===== src/shared/shpm_consts.svh =====
/*
 Constants for the sensor hub pin multiplexer: selector codes, pin indices.
 Assumes inclusion by the package and the design file only.
*/
`ifndef SHPM_CONSTS_SVH
`define SHPM_CONSTS_SVH
`define SHPM_NUM_PINS 10
`define SHPM_SEL_W 2
`define SHPM_SEL_PRIMARY 2'h0
`define SHPM_SEL_SECOND 2'h1
`define SHPM_SEL_THIRD 2'h2
`define SHPM_PIN_SCLK 0
`define SHPM_PIN_SDAT 1
`define SHPM_PIN_MCLK 2
`define SHPM_PIN_MDAT 3
`define SHPM_PIN_INT 4
`define SHPM_PIN_G5 5
`define SHPM_PIN_G6 6
`define SHPM_PIN_G7 7
`define SHPM_PIN_G8 8
`define SHPM_PIN_DBG 9
`define SHPM_RESET_PULSE 4'h8
`endif


===== src/shared/shpm_pkg.sv =====
/*
 Types for the sensor hub pin multiplexer.
 Assumes the constants header is on the include path.
*/
`include "shpm_consts.svh"
package shpm_pkg;
    typedef enum logic [1:0] {
        shpm_fn_first,
        shpm_fn_second,
        shpm_fn_third
    } shpm_fn_t;

    typedef enum {
        shpm_st_sample,
        shpm_st_run
    } shpm_phase_t;

    typedef struct packed {
        shpm_phase_t phase;
        logic [`SHPM_NUM_PINS*`SHPM_SEL_W-1:0] sel;
        logic spi_mode;
        logic debug_mode;
        logic boot_rom;
        logic [3:0] rst_drive_cnt;
        logic [`SHPM_NUM_PINS-1:0] gpio_in;
    } shpm_state_t;
endpackage


===== src/logic/shpm_pin_mux.sv =====
/*
 Pin function multiplexer with startup strap capture for the sensor hub.
 Assumes pad cells resolve the pins from out/oe; pin inputs are asynchronous,
 peripheral signals come from logic on the same clock.
*/
`timescale 1ns/1ps
`default_nettype none
`include "shpm_consts.svh"
module shpm_pin_mux
    import shpm_pkg::*;
#(
    parameter int NUM_PINS = `SHPM_NUM_PINS
) (
    input wire logic clock,
    input wire logic reset,
    input wire logic [NUM_PINS-1:0] pin_in,
    output logic [NUM_PINS-1:0] pin_out,
    output logic [NUM_PINS-1:0] pin_oe,
    output logic [NUM_PINS-1:0] pin_pullup,
    input wire logic reset_pin_n_in,
    output logic reset_pin_n_out,
    output logic reset_pin_n_oe,
    input wire logic reset_out_req,
    input wire logic sel_write,
    input wire logic [3:0] sel_index,
    input wire logic [1:0] sel_value,
    output logic [NUM_PINS*2-1:0] sel_state,
    input wire logic [NUM_PINS-1:0] fast_gpio_port_out,
    input wire logic [NUM_PINS-1:0] fast_gpio_port_oe,
    input wire logic [NUM_PINS-1:0] fast_gpio_port_pullup,
    output logic [NUM_PINS-1:0] fast_gpio_port_in,
    output logic slave_serial_clock,
    output logic slave_serial_data_in,
    input wire logic slave_serial_data_oe,
    output logic spi_clock,
    output logic spi_data_in,
    input wire logic spi_data_out,
    input wire logic spi_data_out_oe,
    output logic spi_slave_select,
    output logic master_serial_clock_in,
    input wire logic master_serial_clock_oe,
    output logic master_serial_data_in,
    input wire logic master_serial_data_oe,
    output logic ext_interrupt,
    input wire logic delay_output_a,
    input wire logic delay_output_b,
    input wire logic command_complete_flag,
    output logic analog_input_neg_en,
    output logic analog_input_pos_en,
    input wire logic timer_channel_zero_out,
    input wire logic timer_channel_zero_oe,
    output logic timer_channel_zero_in,
    input wire logic timer_channel_one_out,
    input wire logic timer_channel_one_oe,
    output logic timer_channel_one_in,
    output logic debug_pin_in,
    input wire logic debug_pin_out,
    input wire logic debug_pin_oe,
    output logic straps_valid,
    output logic slave_spi_mode,
    output logic background_debug_mode,
    output logic boot_from_rom,
    output logic sys_reset_req
);
    shpm_state_t state;
    shpm_state_t next_state;
    logic [NUM_PINS-1:0] pin_meta;
    logic [NUM_PINS-1:0] pin_sync;
    logic rst_meta;
    logic rst_sync;
    logic [NUM_PINS-1:0] mode_first;
    logic [NUM_PINS-1:0] mode_second;
    logic [NUM_PINS-1:0] mode_third;
    logic [NUM_PINS-1:0] mode_gpio;

    // Pins with only two functions; their third code is unused
    function automatic logic has_third(input int pin);
        has_third = !(pin == `SHPM_PIN_INT || pin == `SHPM_PIN_G8 || pin == `SHPM_PIN_DBG);
    endfunction

    // Pins whose gpio line is the second function rather than the first
    function automatic logic gpio_second(input int pin);
        gpio_second = (pin == `SHPM_PIN_SCLK || pin == `SHPM_PIN_SDAT || pin == `SHPM_PIN_DBG);
    endfunction

    // Unused codes treated as primary so a stray write never leaves a pin undriven
    function automatic shpm_fn_t decode_sel(input logic [1:0] code, input logic third_ok);
        case (code)
            `SHPM_SEL_SECOND: decode_sel = shpm_fn_second;
            `SHPM_SEL_THIRD: decode_sel = third_ok ? shpm_fn_third : shpm_fn_first;
            default: decode_sel = shpm_fn_first;
        endcase
    endfunction

    // Two-stage synchronisers for all pad inputs
    // No reset: they keep sampling through reset so straps are settled at release
    always_ff @(posedge clock) begin
        pin_meta <= pin_in;
        pin_sync <= pin_meta;
        rst_meta <= reset_pin_n_in;
        rst_sync <= rst_meta;
    end

    genvar gi;
    generate
        for (gi = 0; gi < NUM_PINS; gi++) begin : g_dec
            shpm_fn_t fn;
            assign fn = decode_sel(state.sel[gi*2 +: 2], has_third(gi));
            assign mode_first[gi] = (fn == shpm_fn_first);
            assign mode_second[gi] = (fn == shpm_fn_second);
            assign mode_third[gi] = (fn == shpm_fn_third);
            assign mode_gpio[gi] = gpio_second(gi) ? mode_second[gi] : mode_first[gi];
        end
    endgenerate

    always_comb begin
        next_state = state;
        next_state.gpio_in = pin_sync;
        // Straps caught at the first edge after release; needs reset held two cycles
        unique case (state.phase)
            shpm_st_sample: begin
                next_state.spi_mode = ~pin_sync[`SHPM_PIN_MDAT];
                next_state.debug_mode = ~pin_sync[`SHPM_PIN_DBG];
                next_state.boot_rom = ~rst_sync;
                next_state.phase = shpm_st_run;
            end
            shpm_st_run: begin
                if (sel_write && (int'(sel_index) < NUM_PINS)) begin
                    next_state.sel[sel_index*2 +: 2] = sel_value;
                end
            end
        endcase
        // Reset pin drive is a short pulse so the pad cannot latch itself low
        if (reset_out_req && state.phase == shpm_st_run && state.rst_drive_cnt == 4'h0) begin
            next_state.rst_drive_cnt = `SHPM_RESET_PULSE;
        end else if (state.rst_drive_cnt != 4'h0) begin
            next_state.rst_drive_cnt = state.rst_drive_cnt - 4'h1;
        end
    end

    always_ff @(posedge clock or posedge reset) begin
        if (reset) begin
            state.phase <= shpm_st_sample;
            state.sel <= '0;
            state.spi_mode <= 1'b0;
            state.debug_mode <= 1'b0;
            state.boot_rom <= 1'b0;
            state.rst_drive_cnt <= 4'h0;
            state.gpio_in <= '0;
        end else begin
            state <= next_state;
        end
    end

    assign sel_state = state.sel;
    assign straps_valid = (state.phase == shpm_st_run);
    assign slave_spi_mode = state.spi_mode;
    assign background_debug_mode = state.debug_mode;
    assign boot_from_rom = state.boot_rom;
    assign reset_pin_n_out = 1'b0;
    assign reset_pin_n_oe = (state.rst_drive_cnt != 4'h0);
    // External low on the reset pin after startup resets the system
    assign sys_reset_req = straps_valid && !rst_sync;

    // Slave port and other peripheral input paths are pure routing, no cpu involvement
    assign slave_serial_clock = mode_first[`SHPM_PIN_SCLK] & state.gpio_in[`SHPM_PIN_SCLK];
    assign spi_clock = mode_third[`SHPM_PIN_SCLK] & state.gpio_in[`SHPM_PIN_SCLK];
    assign slave_serial_data_in = mode_first[`SHPM_PIN_SDAT] & state.gpio_in[`SHPM_PIN_SDAT];
    assign spi_data_in = mode_third[`SHPM_PIN_SDAT] & state.gpio_in[`SHPM_PIN_SDAT];
    assign master_serial_clock_in = mode_second[`SHPM_PIN_MCLK] & state.gpio_in[`SHPM_PIN_MCLK];
    assign master_serial_data_in = mode_second[`SHPM_PIN_MDAT] & state.gpio_in[`SHPM_PIN_MDAT];
    // Idle high so a deselected select never looks active
    assign spi_slave_select = ~mode_third[`SHPM_PIN_MDAT] | state.gpio_in[`SHPM_PIN_MDAT];
    assign ext_interrupt = mode_second[`SHPM_PIN_INT] & state.gpio_in[`SHPM_PIN_INT];
    assign analog_input_neg_en = mode_second[`SHPM_PIN_G6];
    assign analog_input_pos_en = mode_second[`SHPM_PIN_G7];
    assign timer_channel_zero_in = mode_third[`SHPM_PIN_G6] & state.gpio_in[`SHPM_PIN_G6];
    assign timer_channel_one_in = mode_third[`SHPM_PIN_G7] & state.gpio_in[`SHPM_PIN_G7];
    assign debug_pin_in = mode_first[`SHPM_PIN_DBG] & state.gpio_in[`SHPM_PIN_DBG];

    // Per-pin output drive: exactly one function owns each pad
    always_comb begin
        for (int i = 0; i < NUM_PINS; i++) begin
            fast_gpio_port_in[i] = 1'b0;
            pin_out[i] = 1'b0;
            pin_oe[i] = 1'b0;
            pin_pullup[i] = 1'b0;
        end
        // Gpio function: first on pins 2..8, second on 0, 1 and 9
        for (int i = 0; i < NUM_PINS; i++) begin
            if (mode_gpio[i]) begin
                fast_gpio_port_in[i] = state.gpio_in[i];
                pin_out[i] = fast_gpio_port_out[i];
                pin_oe[i] = fast_gpio_port_oe[i];
                pin_pullup[i] = fast_gpio_port_pullup[i];
            end
        end
        // Slave and master serial buses are open drain: drive low only
        if (mode_first[`SHPM_PIN_SDAT]) begin
            pin_oe[`SHPM_PIN_SDAT] = slave_serial_data_oe;
        end
        if (mode_third[`SHPM_PIN_SDAT]) begin
            pin_oe[`SHPM_PIN_SDAT] = 1'b0;
        end
        if (mode_second[`SHPM_PIN_MCLK]) begin
            pin_oe[`SHPM_PIN_MCLK] = master_serial_clock_oe;
        end
        if (mode_third[`SHPM_PIN_MCLK]) begin
            pin_out[`SHPM_PIN_MCLK] = spi_data_out;
            pin_oe[`SHPM_PIN_MCLK] = spi_data_out_oe;
        end
        if (mode_second[`SHPM_PIN_MDAT]) begin
            pin_oe[`SHPM_PIN_MDAT] = master_serial_data_oe;
        end
        if (mode_second[`SHPM_PIN_G5]) begin
            pin_out[`SHPM_PIN_G5] = delay_output_a;
            pin_oe[`SHPM_PIN_G5] = 1'b1;
        end
        if (mode_third[`SHPM_PIN_G5]) begin
            pin_out[`SHPM_PIN_G5] = command_complete_flag;
            pin_oe[`SHPM_PIN_G5] = 1'b1;
        end
        if (mode_third[`SHPM_PIN_G6]) begin
            pin_out[`SHPM_PIN_G6] = timer_channel_zero_out;
            pin_oe[`SHPM_PIN_G6] = timer_channel_zero_oe;
        end
        if (mode_third[`SHPM_PIN_G7]) begin
            pin_out[`SHPM_PIN_G7] = timer_channel_one_out;
            pin_oe[`SHPM_PIN_G7] = timer_channel_one_oe;
        end
        if (mode_second[`SHPM_PIN_G8]) begin
            pin_out[`SHPM_PIN_G8] = delay_output_b;
            pin_oe[`SHPM_PIN_G8] = 1'b1;
        end
        if (mode_first[`SHPM_PIN_DBG]) begin
            pin_out[`SHPM_PIN_DBG] = debug_pin_out;
            pin_oe[`SHPM_PIN_DBG] = debug_pin_oe & state.debug_mode;
            pin_pullup[`SHPM_PIN_DBG] = 1'b1;
        end
    end
endmodule
`default_nettype wire


===== config.mk =====
export PLATFORM = sky130hd
export DESIGN_NAME = shpm_pin_mux
export DESIGN_NICKNAME = d
export VERILOG_FILES = /design/src/shared/shpm_pkg.sv /design/src/logic/shpm_pin_mux.sv
export VERILOG_INCLUDE_DIRS = /design/src /design/src/shared
export SDC_FILE = /design/constraint.sdc
export NUM_CORES = 1
export LEC_CHECK = 0
export BUFFER_PORTS_ARGS = -buffer_cell sky130_fd_sc_hd__buf_2
export CELL_PAD_IN_SITES_DETAIL_PLACEMENT = 1
export CELL_PAD_IN_SITES_GLOBAL_PLACEMENT = 2
export CORE_MARGIN = 5
export CORE_UTILIZATION = 27
export DETAILED_ROUTE_END_ITERATION = 8
export GPL_TIMING_DRIVEN = 0
export PLACE_DENSITY_LB_ADDON = 0.3
export REMOVE_ABC_BUFFERS = 1
export SKIP_CTS_REPAIR_TIMING = 1
export SYNTH_ARGS = -nofsm -noshare
export SYNTH_HDL_FRONTEND = slang
export SYNTH_SLANG_ARGS = --single-unit

===== constraint.sdc =====
create_clock -name clock -period 1.97 [get_ports clock]
set_input_delay 0 -clock clock [delete_from_list [all_inputs] [get_ports clock]]
set_output_delay 0 -clock clock [all_outputs]
set_load 0.01 [all_outputs]

======== Yosys cells after proc, flatten, opt, wreduce, memory -nomap -nowiden ========
Index checks and enable logic that the tools add are counted.
storage, ports and cells
  memories kept ........................... 0
  input bits .............................. 65
  bits in writable memories ............... 0
  flip-flop bits (word level) ............. 60
  latch bits .............................. 0
  ROM bits ................................ 0
cells by class
  divide/modulo/power cells ............... 0
  add/subtract/negate cells ............... 2
  magnitude comparators ................... 1
  reductions and logical operators ........ 20
  multipliers ............................. 0
  bitwise gates (word level) .............. 16
  multiplexer cells ....................... 72
  shifts and indexed selects .............. 2
  eq/ne operators ......................... 34
operators by type and width
  cell                                                    count
  2-to-1 mux 1 bit                                        62
  == test 2 x 1 -> 1 bit (second input constant)          20
  negator 5 -> 34 bit                                     1
  variable shift 2 x 34 -> 20 bit (first input constant)  1
  variable part select 2 x 34 -> 20 bit                   1
  zero test 32 bit                                        1
  == test 2 bit (second input constant)                   14
  one-hot mux 2 bit (2 select lines)                      7
  bitwise mux 20 bit                                      1
  zero test 2 bit                                         10
  bitwise AND 1 bit                                       11
  2-to-1 mux 4 bit                                        2
  logical AND 1 bit                                       4
  zero test 4 bit                                         1
  less-than comparator 4 bit (second input constant)      1
  inverter 1 bit                                          4
  nonzero test 4 bit                                      1
  subtractor 4 x 1 -> 4 bit (second input constant)       1
  AND reduction 2 bit                                     1
  nonzero test 2 bit                                      1
  zero test 1 bit                                         1
  bitwise OR 1 bit                                        1

======== Longest topological paths before layout ========
  depth in word-level cells ............... 6
  gate-level depth with buffers ........... 7
  gate-level depth less buffers ........... 7

======== Worst setup path after synthesis ========
No wires, ideal clock.
  path kind ............................... input-to-reg
  start ................................... input sel_index[3]
  end ..................................... register state (netlist bit sel_state[16])
  path buffers ............................ 1
  cell stages on the path ................. 7
  path slack .............................. 427 ps
  library setup time ...................... 125 ps
  arrival time ............................ 1418 ps
  cells stage by stage .................... clkbuf_2 -> inv_1 -> ha_1 -> and4b_1 -> o311ai_2 -> nor2b_1 -> mux2_2
on the way
  longest elaborated chain between the ends .. 3
  elaborated cells on any way between the ends .. 7
ends and longest elaborated chain
  element                                                            line                                      text
  start, declared                                                    shpm_pin_mux.sv:25                        input wire logic [3:0] sel_index,
  negator 5 -> 34 bit or less-than comparator 4 bit (tied branches)  shpm_pin_mux.sv:129, shpm_pin_mux.sv:128
  variable part select 2 x 34 -> 20 bit (tied with other cells)      shpm_pin_mux.sv:129                       next_state.sel[sel_index*2 +: 2] = sel_value;
  bitwise mux 20 bit or AND reduction 2 bit (tied branches)          -
  end signal, assigned                                               shpm_pin_mux.sv:151                       state <= next_state;
  end, declared                                                      shpm_pin_mux.sv:65                        shpm_state_t state;
Several ways; a longest one is shown, not always the timed one.
A chain may end at the register's enable or synchronous reset.

======== Worst setup path in the final report ========
  start ................................... register state[37] (netlist bit)
  end ..................................... register state (netlist bit sel_state[16])
on the way
  longest elaborated chain between the ends .. 1
ends and longest elaborated chain
  element
  AND reduction 2 bit (no line)
No other way between the ends.

==> summary.md <==
Run status
• **run status** finished, final reports clean

Worst setup path
• **worst stage delay on the critical path** 580 ps
• **flop-to-flop setup slack** 230 ps
• **worst-path maximum fanout** 9
• **worst setup path startpoint** state[37]$_DFFE_PP0N_
• **Critical Path End Type** flip-flop
• **slowest cell on the critical path** dfrtp_1
• **worst reg2reg startpoint** state[37]$_DFFE_PP0N_
• **capture instance of the worst register-to-register path** sel_state[16]$_DFFE_PP0P_
• **R2R depth** 4
• **kind of launch point of the worst setup path** flip-flop
• **cells along the critical path** and4b_1 > o311ai_2 > nor2b_1 > mux2_2
• **Worst EP required** 2190 ps
• **category of the most critical setup path** flip-flop to flip-flop
• **data arrival time of the critical path** 1960 ps

GRT
• **number of antenna violations at the first check in global routing** 0
• **maximum number of pins on one net before global-route repair** 39
• **total global routing track utilization** 11.2%
• **wire length of the first global-routing pass** 11.7 mm
• **number of global-route vias before repair** 2,531
• **final global-route overflow total** 0

Cells and area
• **Non-Filler Cell Area, Final** 4040 µm²
• **# diodes** 0
• **final net count** 504
• **most used cells in the layout excluding fill and tap cells** buf_2, dfrtp_1, and2_1
• **area growth from synthesis to final layout** 37.5%
• **count of placed standard cells in the final layout, fillers left out** 566
• **most common cell after layout, fill and taps aside** buf_2
• **share of final-layout standard cells stronger than drive strength 1** 43.7%

Clock network
• **clock latency of the later-clocked register in the worst-skew pair** 340 ps
• **maximum number of buffers from clock root to sink** 2
• **clock root buffer master** clkbuf_8
• **number of levels the H-tree was split into** 3
• **TritonCTS clock tree** yes
• **clock buffer count from CTS** 9
• **Clk pin slew, worst setup/hold paths** 70 ps
• **clk sink count** 60

Floorplan
• **area of the core** 10,700 µm²
• **initial core utilization** 27.4%
• **x dimension of the die** 114 µm
• **# rows** 38
• **Die Ht** 114 µm
• **area of the die** 13,100 µm²
• **count of boundary I/O pins** 145

Placed design
• **Cell Count Post-Placement** 536
• **count of buffers from port buffering** 143
• **Detail Placement HPWL** 5.77 mm
• **final weighted congestion in routability-driven placement** 0.715
• **worst slack, placed** 93.6 ps
• **placed cell area** 3660 µm²

Timing
• **Tightest Pin Transition** 804 ps
• **highest achievable clock rate** 574 MHz
• **Hold Slack** 33.7 ps
• **setup skew after layout** 8.19 ps
• **total negative slack** 0 ps
• **post-route fraction of the period consumed by the critical path** 88.5%
• **total setup violations reported at the end of the flow** 0
• **Worst slew margin** 46.3%
• **worst-case setup margin in the final layout** 227 ps
• **count of endpoints failing hold in the final timing report** 0
• **Final Max Slew Viols** 0
• **RSZ-0062 raised after global routing** false
• **minimum period implied by the final worst setup slack** 1740 ps

Routing
• **Pre-Repair DR Iteration Count** 4
• **Avg Vias per Cell** 4.17
• **number of remaining DRC errors** 0
• **ANT nets after route** 0
• **First DRT Iteration DRCs** 37
• **WL final** 7.22 mm
• **routed length per placed instance** 12.7 µm
• **number of vias in the routed layout** 2,359

Yosys
• **warning count from the yosys run** 0
• **Mean Syn Cell Area** 10.6 µm²
• **proportion of netlist area held by the largest area contributor** 32.4%
• **cell type with the largest total area after synthesis** dfrtp_1
• **FF+latch count, synth** 60
• **cell count after synthesis** 276
• **Post-Synthesis Cell Area** 2940 µm²
• **sequential-to-total area share from yosys stat** 47.3%
• **cells taking the most area after synthesis** dfrtp_1, dfxtp_1, and2_1
• **Synth cell types** 39

Min path
• **Hold Path Depth** 4
• **Min-Delay Endpoint** state[10]$_DFFE_PP0P_
• **worst min path class** primary input to flip-flop
• **min-delay src** reset_out_req

Power and ir drop
• **Static Leak** 2.11 nW
• **maximum vdd ir drop** 0.000397 V
• **pwr dens** 879 nW/µm²

Flow run
• **number of max-capacitance violations reported** 0

-- worst max-delay path by stage --
stage | to | slack, ps | cells past startpoint
finish | sel_state[16]$_DFFE_PP0P_ | 230 | 4
global route | sel_state[16]$_DFFE_PP0P_ | 110 | 4
CTS | reset_pin_n_oe | 150 | 5
detailed placement | sel_state[16]$_DFFE_PP0P_ | 90 | 7
global placement | sel_state[17]$_DFFE_PP0P_ | 110 | 7
floorplan | sel_state[16]$_DFFE_PP0P_ | 430 | 4
-- cells in the mapped netlist --
master	instances
conb_1	2
nand2b_1	6
and2_1	37
mux2i_1	5
o311ai_2	1
nor4b_1	1
nor2b_1	7
nor4b_2	1
o31a_2	1
nor3b_1	2
dfxtp_1	22
o31ai_1	1
a211o_1	1
buf_4	22
nand4_2	1
nand2_1	19
and4b_1	1
nor2_1	10
o21a_1	1
o21ai_0	9
or2_4	1
xnor2_1	1
mux2_4	2
o22ai_2	2
clkbuf_2	1
mux2_1	6
nor3b_2	1
and4_4	1
and3_1	1
inv_1	25
dfrtp_1	38
ha_1	18
nand3_1	6
mux2_2	12
a21oi_1	4
xor2_1	1
nor2b_4	1
nor3_2	1
a22o_1	4
-- report_power, final --
group | internal, mW | total [mW] | switching [mW]
Combinational | 0.404 | 0.821 | 0.417
Clock | 0.783 | 1.28 | 0.494
Sequential | 1.35 | 1.45 | 0.101
Total | 2.54 | 3.55 | 1.01
-- flip-flops by register name, indices dropped and copies added (netlist names) --
name,cells
sel_state,20
state,15
pin_meta,10
pin_sync,10
background_debug_mode,1
boot_from_rom,1
rst_meta,1
rst_sync,1
slave_spi_mode,1
-- logic make-up (layout without fill, tap and decap cells) --
family,Yosys count,count (layout),synth area share (%)
and+or+nand+nor,97,97,19.6
other,2,2,0.256
DFF,60,60,47.3
buffers and inverters,48,198,8.98
xor gates and xnor gates,2,2,0.596
AOI/OAI and AO/OA,24,24,5.96
adders and majority gates,18,18,7.66
muxes,25,25,9.62
-- worst max-delay path: cells and delay by family, from the launching register on --
family,cells,cell delay (ps)
mux,1,360
compound gates,1,160
flops,1,580
simple gates,2,530
-- through the flow --
step	util [%]	power, mW
floorplan	-	1.94
global placement	34.1	2.27
detailed placement	34.1	2.29
CTS	36.2	3.61
global route	37.6	3.81
finish	37.6	3.55
-- final cells by class --
class	instances	area, µm²
Multi-Input combinational cell	168	1290
Clock buffer	11	151
Clock inverter	5	83.8
Tap cell	140	175
Fill cell	1283	6710
Sequential cell	60	1390
Timing Repair Buffer	157	856
Inverter	25	93.8
-- metal layers --
layer	up-vias	global-route usage, %	part of all wire [%]
met5	-	0	0
met4	0	5.23	1.6
met3	7	2.75	7.0
met2	75	18.8	49
met1	1108	13.6	43
li1	1169	-	-
Power figures use the tool's default switching activity.
